==> src/hdl/tjm_cfg_defs.svh <==
// Offsets, field positions, values and reset values of the T1/J1 mode configuration bank.
// Assumes register indices are word indices; byte address is index times four.
`ifndef TJM_CFG_DEFS_SVH
`define TJM_CFG_DEFS_SVH

`define TJM_NUM_FRAMERS 8
`define TJM_ADR_W 13
`define TJM_IDX_W 11
`define TJM_FRAMER_STRIDE 11'h080
`define TJM_GLOBAL_LIMIT 11'h400

// Per-framer register indices, framer 0
`define TJM_IDX_RX_BP_MODE 7'h01
`define TJM_IDX_RX_BP_PIN 7'h03
`define TJM_IDX_RX_RX_FRAME_PROCESSOR 7'h20
`define TJM_IDX_RX_RX_ALARM_DETECTOR 7'h2C
`define TJM_IDX_RX_SIGBUF 7'h40
`define TJM_IDX_TX_TX_FRAME_GENERATOR 7'h44
`define TJM_IDX_MODE_STATUS 7'h7F
// Global register index
`define TJM_IDX_GLOBAL_MODE 11'h400

// Field positions
`define TJM_TX_FRAME_GENERATOR_J1_FRAME_BIT 6
`define TJM_TX_FRAME_GENERATOR_J1_YELLOW_BIT 5
`define TJM_RX_FRAME_PROCESSOR_CRC_MIMIC_BIT 5
`define TJM_RX_FRAME_PROCESSOR_ESF_BIT 4
`define TJM_RX_FRAME_PROCESSOR_J1_BIT 3
`define TJM_RX_ALARM_DETECTOR_J1_BIT 5
`define TJM_RX_ALARM_DETECTOR_ESF_BIT 4
`define TJM_SIGBUF_ESF_BIT 2
`define TJM_GLOBAL_J1_BIT 0

// Backplane mode and pin configuration values
`define TJM_BP_SLAVE_REF 8'h80
`define TJM_BP_SLAVE_1544 8'hC0
`define TJM_BP_SLAVE_2048 8'hD0
`define TJM_BP_MASTER_FULL 8'h40
`define TJM_PIN_SLAVE 8'h13
`define TJM_PIN_MASTER 8'h10

// Reset values
`define TJM_CFG_RESET 8'h00
`define TJM_GLOBAL_RESET 8'h00

`endif

==> src/hdl/tjm_cfg_pkg.sv <==
// Types of the T1/J1 mode configuration bank.
// Assumes tjm_cfg_defs.svh supplies the numeric constants.
package tjm_cfg_pkg;

	typedef enum logic [4:0] {
		TJM_RXM_NONE = 5'b00001,
		TJM_RXM_SLAVE_REF = 5'b00010,
		TJM_RXM_SLAVE_1544 = 5'b00100,
		TJM_RXM_SLAVE_2048 = 5'b01000,
		TJM_RXM_MASTER_FULL = 5'b10000
	} tjm_rx_mode_t;

	typedef enum logic [7:0] {
		TJM_SEL_NONE = 8'b00000001,
		TJM_SEL_BP_MODE = 8'b00000010,
		TJM_SEL_BP_PIN = 8'b00000100,
		TJM_SEL_RX_FRAME_PROCESSOR = 8'b00001000,
		TJM_SEL_RX_ALARM_DETECTOR = 8'b00010000,
		TJM_SEL_SIGBUF = 8'b00100000,
		TJM_SEL_TX_FRAME_GENERATOR = 8'b01000000,
		TJM_SEL_STATUS = 8'b10000000
	} tjm_reg_sel_t;

	typedef struct packed {
		tjm_rx_mode_t rxMode;
		logic j1Framing;
		logic framerEsf;
		logic crcOnMimic;
		logic alarmJ1;
		logic alarmEsf;
		logic sigBufEsf;
		logic dataOutEn;
		logic sigOutEn;
		logic updateOnRise;
		logic fpSampleFall;
		logic fpOutEn;
	} tjm_rx_cfg_t;

	typedef struct packed {
		logic j1FrameGen;
		logic j1YellowSend;
	} tjm_tx_cfg_t;

endpackage

==> src/hdl/tjm_cfg_bank.sv <==
// T1/J1 mode configuration bank for eight framers, classic Wishbone slave.
// Assumes one clock, synchronous reset, yellowTxEn from logic on the same clock.
//
// Added by the designer: the Wishbone register port.
`include "tjm_cfg_defs.svh"
`timescale 1ns/1ps
`default_nettype none

module tjm_cfg_bank (
	// Clock and reset
	input wire logic clk_sys,
	input wire logic srst,
	// Wishbone slave
	input wire logic wbCyc,
	input wire logic wbStb,
	input wire logic wbWe,
	input wire logic [`TJM_ADR_W-1:0] wbAdr,
	input wire logic [3:0] wbSel,
	input wire logic [31:0] wbDatW,
	output logic [31:0] wbDatR,
	output logic wbAck,
	// Yellow alarm sending enable per framer
	input wire logic [`TJM_NUM_FRAMERS-1:0] yellowTxEn,
	// Decoded modes
	output logic globalJ1Mode,
	output tjm_cfg_pkg::tjm_rx_cfg_t [`TJM_NUM_FRAMERS-1:0] rxCfg,
	output tjm_cfg_pkg::tjm_tx_cfg_t [`TJM_NUM_FRAMERS-1:0] txCfg
);
	import tjm_cfg_pkg::*;

	logic [7:0] bpMode_reg [`TJM_NUM_FRAMERS];
	logic [7:0] bpPin_reg [`TJM_NUM_FRAMERS];
	logic [7:0] rx_frame_processor_reg [`TJM_NUM_FRAMERS];
	logic [7:0] rx_alarm_detector_reg [`TJM_NUM_FRAMERS];
	logic [7:0] sigBuf_reg [`TJM_NUM_FRAMERS];
	logic [7:0] tx_frame_generator_reg [`TJM_NUM_FRAMERS];
	logic [7:0] global_reg;
	logic ack_reg;
	logic [31:0] datR_reg;
	tjm_rx_cfg_t [`TJM_NUM_FRAMERS-1:0] rxCfg_reg;
	tjm_tx_cfg_t [`TJM_NUM_FRAMERS-1:0] txCfg_reg;
	logic [`TJM_IDX_W-1:0] idx;
	logic [2:0] framerSel;
	tjm_reg_sel_t regSel;
	logic isGlobal;
	logic busReq;
	logic wrEn;

	function automatic tjm_reg_sel_t decode_local(input logic [6:0] loc);
		tjm_reg_sel_t s;
		s = TJM_SEL_NONE;
		if (loc == `TJM_IDX_RX_BP_MODE) begin
			s = TJM_SEL_BP_MODE;
		end else if (loc == `TJM_IDX_RX_BP_PIN) begin
			s = TJM_SEL_BP_PIN;
		end else if (loc == `TJM_IDX_RX_RX_FRAME_PROCESSOR) begin
			s = TJM_SEL_RX_FRAME_PROCESSOR;
		end else if (loc == `TJM_IDX_RX_RX_ALARM_DETECTOR) begin
			s = TJM_SEL_RX_ALARM_DETECTOR;
		end else if (loc == `TJM_IDX_RX_SIGBUF) begin
			s = TJM_SEL_SIGBUF;
		end else if (loc == `TJM_IDX_TX_TX_FRAME_GENERATOR) begin
			s = TJM_SEL_TX_FRAME_GENERATOR;
		end else if (loc == `TJM_IDX_MODE_STATUS) begin
			s = TJM_SEL_STATUS;
		end
		return s;
	endfunction

	function automatic tjm_rx_mode_t decode_bp_mode(input logic [7:0] v);
		tjm_rx_mode_t m;
		m = TJM_RXM_NONE;
		if (v == `TJM_BP_SLAVE_REF) begin
			m = TJM_RXM_SLAVE_REF;
		end else if (v == `TJM_BP_SLAVE_1544) begin
			m = TJM_RXM_SLAVE_1544;
		end else if (v == `TJM_BP_SLAVE_2048) begin
			m = TJM_RXM_SLAVE_2048;
		end else if (v == `TJM_BP_MASTER_FULL) begin
			m = TJM_RXM_MASTER_FULL;
		end
		return m;
	endfunction

	// Address decode: framer in index bits 9:7, register in bits 6:0
	assign idx = wbAdr[`TJM_ADR_W-1:2];
	assign framerSel = idx[9:7];
	assign isGlobal = (idx == `TJM_IDX_GLOBAL_MODE);
	assign regSel = (idx < `TJM_GLOBAL_LIMIT) ? decode_local(idx[6:0]) : TJM_SEL_NONE;
	assign busReq = wbCyc && wbStb && !ack_reg;
	assign wrEn = busReq && wbWe && wbSel[0];

	always_ff @(posedge clk_sys) begin
		if (srst) begin
			ack_reg <= 1'b0;
		end else begin
			ack_reg <= busReq;
		end
	end

	// Per-framer storage, only the addressed framer changes
	always_ff @(posedge clk_sys) begin
		if (srst) begin
			for (int i = 0; i < `TJM_NUM_FRAMERS; i++) begin
				bpMode_reg[i] <= `TJM_CFG_RESET;
				bpPin_reg[i] <= `TJM_CFG_RESET;
				rx_frame_processor_reg[i] <= `TJM_CFG_RESET;
				rx_alarm_detector_reg[i] <= `TJM_CFG_RESET;
				sigBuf_reg[i] <= `TJM_CFG_RESET;
				tx_frame_generator_reg[i] <= `TJM_CFG_RESET;
			end
		end else if (wrEn) begin
			case (regSel)
				TJM_SEL_BP_MODE: bpMode_reg[framerSel] <= wbDatW[7:0];
				TJM_SEL_BP_PIN: bpPin_reg[framerSel] <= wbDatW[7:0];
				TJM_SEL_RX_FRAME_PROCESSOR: rx_frame_processor_reg[framerSel] <= wbDatW[7:0];
				TJM_SEL_RX_ALARM_DETECTOR: rx_alarm_detector_reg[framerSel] <= wbDatW[7:0];
				TJM_SEL_SIGBUF: sigBuf_reg[framerSel] <= wbDatW[7:0];
				TJM_SEL_TX_FRAME_GENERATOR: tx_frame_generator_reg[framerSel] <= wbDatW[7:0];
				default: begin
				end
			endcase
		end
	end

	always_ff @(posedge clk_sys) begin
		if (srst) begin
			global_reg <= `TJM_GLOBAL_RESET;
		end else if (wrEn && isGlobal) begin
			global_reg <= wbDatW[7:0];
		end
	end

	// Read data; unmapped addresses read zero
	always_ff @(posedge clk_sys) begin
		if (srst) begin
			datR_reg <= 32'h0000_0000;
		end else if (busReq) begin
			datR_reg <= 32'h0000_0000;
			if (isGlobal) begin
				datR_reg[7:0] <= global_reg;
			end else begin
				case (regSel)
					TJM_SEL_BP_MODE: datR_reg[7:0] <= bpMode_reg[framerSel];
					TJM_SEL_BP_PIN: datR_reg[7:0] <= bpPin_reg[framerSel];
					TJM_SEL_RX_FRAME_PROCESSOR: datR_reg[7:0] <= rx_frame_processor_reg[framerSel];
					TJM_SEL_RX_ALARM_DETECTOR: datR_reg[7:0] <= rx_alarm_detector_reg[framerSel];
					TJM_SEL_SIGBUF: datR_reg[7:0] <= sigBuf_reg[framerSel];
					TJM_SEL_TX_FRAME_GENERATOR: datR_reg[7:0] <= tx_frame_generator_reg[framerSel];
					TJM_SEL_STATUS: datR_reg[4:0] <= rxCfg_reg[framerSel].rxMode;
					default: begin
					end
				endcase
			end
		end
	end

	// Receive mode decode per framer
	always_ff @(posedge clk_sys) begin
		if (srst) begin
			for (int i = 0; i < `TJM_NUM_FRAMERS; i++) begin
				rxCfg_reg[i] <= '{rxMode: TJM_RXM_NONE, default: 1'b0};
			end
		end else begin
			for (int i = 0; i < `TJM_NUM_FRAMERS; i++) begin
				automatic tjm_rx_mode_t m = decode_bp_mode(bpMode_reg[i]);
				automatic logic slave = (m == TJM_RXM_SLAVE_REF) || (m == TJM_RXM_SLAVE_1544)
					|| (m == TJM_RXM_SLAVE_2048);
				automatic logic slvPins = slave && (bpPin_reg[i] == `TJM_PIN_SLAVE);
				automatic logic mstPins = (m == TJM_RXM_MASTER_FULL)
					&& (bpPin_reg[i] == `TJM_PIN_MASTER);
				rxCfg_reg[i].rxMode <= m;
				rxCfg_reg[i].j1Framing <= rx_frame_processor_reg[i][`TJM_RX_FRAME_PROCESSOR_J1_BIT];
				rxCfg_reg[i].framerEsf <= rx_frame_processor_reg[i][`TJM_RX_FRAME_PROCESSOR_ESF_BIT];
				rxCfg_reg[i].crcOnMimic <= rx_frame_processor_reg[i][`TJM_RX_FRAME_PROCESSOR_CRC_MIMIC_BIT];
				rxCfg_reg[i].alarmJ1 <= rx_alarm_detector_reg[i][`TJM_RX_ALARM_DETECTOR_J1_BIT];
				rxCfg_reg[i].alarmEsf <= rx_alarm_detector_reg[i][`TJM_RX_ALARM_DETECTOR_ESF_BIT];
				rxCfg_reg[i].sigBufEsf <= sigBuf_reg[i][`TJM_SIGBUF_ESF_BIT];
				rxCfg_reg[i].dataOutEn <= slvPins || mstPins;
				rxCfg_reg[i].sigOutEn <= slvPins && (m != TJM_RXM_SLAVE_REF);
				rxCfg_reg[i].updateOnRise <= slvPins || mstPins;
				rxCfg_reg[i].fpSampleFall <= slvPins;
				rxCfg_reg[i].fpOutEn <= mstPins;
			end
		end
	end

	// Transmit decode per framer
	always_ff @(posedge clk_sys) begin
		if (srst) begin
			for (int i = 0; i < `TJM_NUM_FRAMERS; i++) begin
				txCfg_reg[i] <= '0;
			end
		end else begin
			for (int i = 0; i < `TJM_NUM_FRAMERS; i++) begin
				txCfg_reg[i].j1FrameGen <= tx_frame_generator_reg[i][`TJM_TX_FRAME_GENERATOR_J1_FRAME_BIT];
				txCfg_reg[i].j1YellowSend <= tx_frame_generator_reg[i][`TJM_TX_FRAME_GENERATOR_J1_YELLOW_BIT]
					&& yellowTxEn[i];
			end
		end
	end

	logic globalJ1_reg;
	always_ff @(posedge clk_sys) begin
		if (srst) begin
			globalJ1_reg <= 1'b0;
		end else begin
			globalJ1_reg <= global_reg[`TJM_GLOBAL_J1_BIT];
		end
	end

	assign wbAck = ack_reg;
	assign wbDatR = datR_reg;
	assign rxCfg = rxCfg_reg;
	assign txCfg = txCfg_reg;
	assign globalJ1Mode = globalJ1_reg;

	// Checks
	AST_ACK_ONE: assert property (@(posedge clk_sys) disable iff (srst)
		(wbCyc && wbStb && !wbAck) |=> wbAck ##1 !wbAck)
		else $error("ack not a single cycle after request");
	AST_J1_FRAME: assert property (@(posedge clk_sys) disable iff (srst)
		##1 txCfg[0].j1FrameGen == $past(tx_frame_generator_reg[0][6]))
		else $error("framer 0 J1 frame select not followed");
	AST_J1_YELLOW: assert property (@(posedge clk_sys) disable iff (srst)
		txCfg[2].j1YellowSend |-> $past(yellowTxEn[2]) && $past(tx_frame_generator_reg[2][5]))
		else $error("J1 yellow sent without enable");
	AST_ALARM_J1: assert property (@(posedge clk_sys) disable iff (srst)
		$rose(rx_alarm_detector_reg[5][5]) |=> rxCfg[5].alarmJ1)
		else $error("alarm detector J1 not taken");
	AST_STRIDE: assert property (@(posedge clk_sys) disable iff (srst)
		(wrEn && wbAdr == 13'h0510) |=> tx_frame_generator_reg[2] == $past(wbDatW[7:0]))
		else $error("framer 2 generator write misplaced");
	AST_SLAVE_1544: assert property (@(posedge clk_sys) disable iff (srst)
		(bpMode_reg[3] == 8'hC0) ##1 (bpMode_reg[3] == 8'hC0)
		|-> rxCfg[3].rxMode == TJM_RXM_SLAVE_1544)
		else $error("1.544 slave mode not decoded");
	AST_MASTER: assert property (@(posedge clk_sys) disable iff (srst)
		(bpMode_reg[3] == 8'h40) |=> rxCfg[3].rxMode == TJM_RXM_MASTER_FULL)
		else $error("master mode not decoded");
	AST_SLAVE_PINS: assert property (@(posedge clk_sys) disable iff (srst)
		rxCfg[3].fpSampleFall |-> rxCfg[3].updateOnRise && !rxCfg[3].fpOutEn
		&& $past(bpPin_reg[3]) == 8'h13)
		else $error("slave pin behaviour wrong");
	AST_MASTER_PINS: assert property (@(posedge clk_sys) disable iff (srst)
		rxCfg[3].fpOutEn |-> rxCfg[3].dataOutEn && rxCfg[3].rxMode == TJM_RXM_MASTER_FULL)
		else $error("master pin behaviour wrong");
	AST_ESF: assert property (@(posedge clk_sys) disable iff (srst)
		(rx_frame_processor_reg[3] == 8'h30) |=> rxCfg[3].framerEsf && rxCfg[3].crcOnMimic)
		else $error("frame processor ESF not decoded");
	AST_SF: assert property (@(posedge clk_sys) disable iff (srst)
		(rx_alarm_detector_reg[2] == 8'h00 && sigBuf_reg[2] == 8'h00)
		|=> !rxCfg[2].alarmEsf && !rxCfg[2].sigBufEsf)
		else $error("SF not decoded");
	AST_GLOBAL: assert property (@(posedge clk_sys) disable iff (srst)
		$rose(global_reg[0]) |=> globalJ1Mode)
		else $error("global J1 mode not followed");
	AST_ISOLATE: assert property (@(posedge clk_sys) disable iff (srst)
		(wrEn && framerSel != 3'h1) |=> $stable(bpMode_reg[1]))
		else $error("other framer register changed");
	COV_SLAVE_REF: cover property (@(posedge clk_sys) rxCfg[3].rxMode == TJM_RXM_SLAVE_REF);
	COV_SLAVE_2048: cover property (@(posedge clk_sys) rxCfg[3].rxMode == TJM_RXM_SLAVE_2048);
	COV_MASTER_PINS: cover property (@(posedge clk_sys) rxCfg[3].fpOutEn);
	COV_YELLOW: cover property (@(posedge clk_sys) txCfg[0].j1YellowSend);

endmodule // tjm_cfg_bank
`default_nettype wire

==> config.mk <==
export PLATFORM = sky130hd
export DESIGN_NAME = tjm_cfg_bank
export DESIGN_NICKNAME = d
export VERILOG_FILES = /design/src/hdl/tjm_cfg_pkg.sv /design/src/hdl/tjm_cfg_bank.sv
export VERILOG_INCLUDE_DIRS = /design/src /design/src/hdl
export SDC_FILE = /design/constraint.sdc
export NUM_CORES = 1
export LEC_CHECK = 0
export BUFFER_PORTS_ARGS = -buffer_cell sky130_fd_sc_hd__buf_4
export CORE_ASPECT_RATIO = 1.2
export CORE_MARGIN = 2
export CORE_UTILIZATION = 50
export DETAILED_ROUTE_END_ITERATION = 8
export GPL_TIMING_DRIVEN = 0
export PLACE_DENSITY = 0.69
export SLEW_MARGIN = 15
export SYNTH_ARGS = -nofsm -noshare
export SYNTH_HDL_FRONTEND = slang
export SYNTH_SLANG_ARGS = --single-unit
==> constraint.sdc <==
create_clock -name clk_sys -period 7.9 [get_ports clk_sys]
set_input_delay 1.58 -clock clk_sys [delete_from_list [all_inputs] [get_ports clk_sys]]
set_output_delay 1.58 -clock clk_sys [all_outputs]
set_load 0.005 [all_outputs]
==> results.sh <==
export IMPL_fin_util=0.594
export IMPL_place_congestion=1.00
export IMPL_wl_per_cell_um=32.3
export IMPL_drtPass1Iterations=5
export IMPL_hold_path_end="rxCfg[41]$_SDFF_PP0_"
export IMPL_syn_avg_cell_area_um2=12.5
export IMPL_grt_usage=0.369
export IMPL_antenna_found_initial=4
export IMPL_std_cell_rows=86
export IMPL_finalCriticalPeriod_ns=5.32
export IMPL_rsz0062_at_grt="false"
export IMPL_p_int_mw=4.63
export IMPL_die_h_um=240
export IMPL_route_detailed_drc=0
export IMPL_combPwrFrac=0.075
export IMPL_ys_warn_count=0
export IMPL_port_buffers=177
export IMPL_crit_buf_inv=6
export IMPL_synth_top_flop_cell="edfxtp_1"
export IMPL_grt_max_degree=16
export IMPL_hold_class="register to register"
export IMPL_cts_root_buf="clkbuf_16"
export IMPL_start_kind="primary input"
export IMPL_synth_area_um2=23300
export IMPL_max_slew_margin=0.0913
export IMPL_via_count=17514
export IMPL_h_tree_depth=2
export IMPL_drt_iter0_drc=2598
export IMPL_timing_fmax_ghz=0.188
export IMPL_coreArea_um2=45900
export IMPL_synthArstFlopShare=0
export IMPL_cts_tree="yes"
export IMPL_drv_cap=0
export IMPL_cp_end_kind="register"
export IMPL_final_max_slew_viol_count=0
export IMPL_cts_hold_fix_buffers=0
export IMPL_critPathKind="primary input to register"
export IMPL_cts_resized_gates=0
export IMPL_setup_viol=0
export IMPL_cts_buffers=52
export IMPL_ys_types=68
export IMPL_p_switching_mw=1.48
export IMPL_reg2reg_to="bpMode_reg[1][6]$_SDFFCE_PN0P_"
export IMPL_largest_reg_flops=120
export IMPL_r2r_cells=5
export IMPL_synth_edf_count=384
export IMPL_tns_ns=0
export IMPL_crit_path_start="wbAdr[11]"
export IMPL_fin_crit_sh=0.673
export IMPL_syn_inst=1857
export IMPL_status="finished clean"
export IMPL_start_util=0.507
export IMPL_worst_pin_slew_ns=1.36
export IMPL_viasPerCell=6.28
export IMPL_area_growth_synth_to_final_pct=17.2
export IMPL_p_sw_frac=0.242
export IMPL_ff2ff_setup_slack_ns=3.96
export IMPL_cp_top_family="buffers and inverters"
export IMPL_rr_startpoint="wbAck$_SDFF_PP0_"
export IMPL_fin_skew_ns=0.0287
export IMPL_clockBufferDepth=3
export IMPL_powerDensity_nw_per_um2=224
export IMPL_seqPwrFrac=0.517
export IMPL_worst_endpoint_arrival_ns=5.56
export IMPL_fin_cells=2788
export IMPL_ios=240
export IMPL_drive_gt1_frac=0.205
export IMPL_grt_first_pass_wirelength_um=124000
export IMPL_cp_common_cell="clkbuf_1"
export IMPL_power_frac_clock=0.408
export IMPL_die_w_um=201
export IMPL_grt_overflow=0
export IMPL_clk_pin_slew_ns=0.06
export IMPL_hpwl_um=64700
export IMPL_critPathSlowestCell="buf_1"
export IMPL_grt_pass1_vias=16758
export IMPL_postCtsSetupRepairBufs=0
export IMPL_slowest_delay_ns=1.00
export IMPL_wirelength_um=90000
export IMPL_cts_sinks=538
export IMPL_dp_cells=2688
export IMPL_ys_seq_area_frac=0.628
export IMPL_finalHoldViolCount=0
export IMPL_path_max_fanout=10
export IMPL_ir_drop_v=0.000164
export IMPL_worstHoldPathCells=1
export IMPL_insertion_delay_ns=0.62
export IMPL_synth_seq_cells=538
export IMPL_crit_required_ns=8.14
export IMPL_worstPathCellList="buf_4, buf_2, inv_1, clkbuf_1, buf_1, nand2_1, clkbuf_1, o21ai_1"
export IMPL_p_leak_nw=10.4
export IMPL_ant_nets=0
export IMPL_dieArea_um2=48300
export IMPL_fin_nets=2189
export IMPL_min_delay_start="rx_frame_processor_reg[2][4]$_SDFFCE_PN0P_"
[Yosys cell counts, types with 4 or more instances]
cell         n  area [um^2]
nand4_1      4         25.0
or2_2       11         68.8
nand3_1      6         30.0
a2111oi_0    6         52.6
o211ai_1     6         45.0
o21a_1       9         67.6
nor3b_1      6         45.0
edfxtp_1   384        11500
o22ai_1     55          344
buf_4       33          248
buf_2       29          145
a211oi_1    16          120
maj3_1       6         60.1
a31oi_1      5         31.3
and2_1     385         2410
mux4_2      31          698
clkbuf_1    83          312
inv_1       21         78.8
and3_1       9         56.3
a221oi_1    11         96.3
or3_1        4         25.0
nand2_1     71          267
mux2_2      50          563
dfxtp_1    154         3080
nor4_1       8         50.1
a21oi_1     22          110
nor4b_1     14          123
or4_1       12         90.1
nor2_1     104          390
nor2_2       6         37.5
buf_1        8         30.0
o221ai_1    36          315
o21ai_0     73          365
mux2i_1     37          370
nor3_1      24          120
nand2b_1    10         62.6
nor2b_1     63          394
[placed cells by master, fill, tap and decap left out, types with 8 or more instances in the layout]
cell type	count
a211oi_1	16
a21oi_1	22
a221oi_1	11
and2_1	385
and3_1	9
buf_1	8
buf_2	29
buf_4	224
clkbuf_1	97
clkbuf_16	54
clkinv_2	14
conb_1	24
dfxtp_1	154
edfxtp_1	384
inv_1	21
mux2_2	50
mux2i_1	37
mux4_2	31
nand2_1	71
nand2b_1	10
nor2_1	104
nor2b_1	63
nor3_1	24
nor4_1	8
nor4b_1	14
o21a_1	9
o21ai_0	30
o21ai_1	43
o221ai_1	36
o22ai_1	55
or2_2	11
or4_1	12
[logic make-up (layout without fill, tap and decap cells)]
group | count (synthesis) | after routing | share of synthesized area
buf+inv | 177 | 467 | 0.0357
compound gates | 267 | 267 | 0.0776
fa+ha+maj | 6 | 6 | 0.00258
flops | 538 | 538 | 0.628
mux | 118 | 118 | 0.0701
simple gates | 750 | 750 | 0.186
other cells | 1 | 26 | 0.000161
[per-stage QoR]
step                      cell area (um^2)  setup WS [ns]  power, mW  hold WS, ns
after global routing                 27300           2.74       6.22        0.511
after CTS                            27300           2.56       6.08        0.490
after detailed placement             25600           1.93       3.66        0.473
after floorplan                      23400           3.86       3.41        0.443
after global placement               25500           1.79       3.65        0.462
final                                27300           2.58       6.12        0.487
[worst max-delay path by stage]
stage                                            endpoint  slack, ns  cells after the start
3_3_place_gp   tx_frame_generator_reg[3][5]$_SDFFCE_PN0P_       1.79                      8
3_5_place_dp               bpMode_reg[3][2]$_SDFFCE_PN0P_       1.93                      8
2_1_floorplan  tx_frame_generator_reg[2][0]$_SDFFCE_PN0P_       3.86                      7
5_1_grt                    sigBuf_reg[3][7]$_SDFFCE_PN0P_       2.74                      8
6_report                   sigBuf_reg[3][7]$_SDFFCE_PN0P_       2.58                      8
4_1_cts                    bpMode_reg[3][1]$_SDFFCE_PN0P_       2.56                      8
[power by group through the flow]
| stage | Combinational [mW] | Sequential [mW] | Clock, mW |
|---|---|---|---|
| 6_report | 0.461 | 3.16 | 2.49 |
| 5_1_grt | 0.466 | 3.17 | 2.58 |
| 4_1_cts | 0.440 | 3.16 | 2.48 |
| 3_5_place_dp | 0.439 | 3.22 | 0 |
| 3_3_place_gp | 0.431 | 3.22 | 0 |
| 2_1_floorplan | 0.221 | 3.19 | 0 |
[area by class of cell]
cell class | count | area, um^2
Clock buffer | 72 | 1460
Tap cell | 616 | 771
Clock inverter | 25 | 213
Multi-Input combinational cell | 1165 | 7930
Timing Repair Buffer | 193 | 1460
Fill cell | 3805 | 18700
Sequential cell | 538 | 14600
Antenna cell | 2 | 5.00
Inverter | 23 | 86.3
Buffer | 154 | 746
[per-layer routing]
metal  vias to the layer above  GRT usage  routed length [um]  share of wire
met5                         -          0                  26        0.00029
met4                         4      0.214                5970          0.066
met3                       347      0.111               11600           0.13
met2                      1404      0.559               39300           0.44
met1                      8516      0.474               33200           0.37
li1                       7243          -                   -              -
Power figures use the tool's default switching activity.
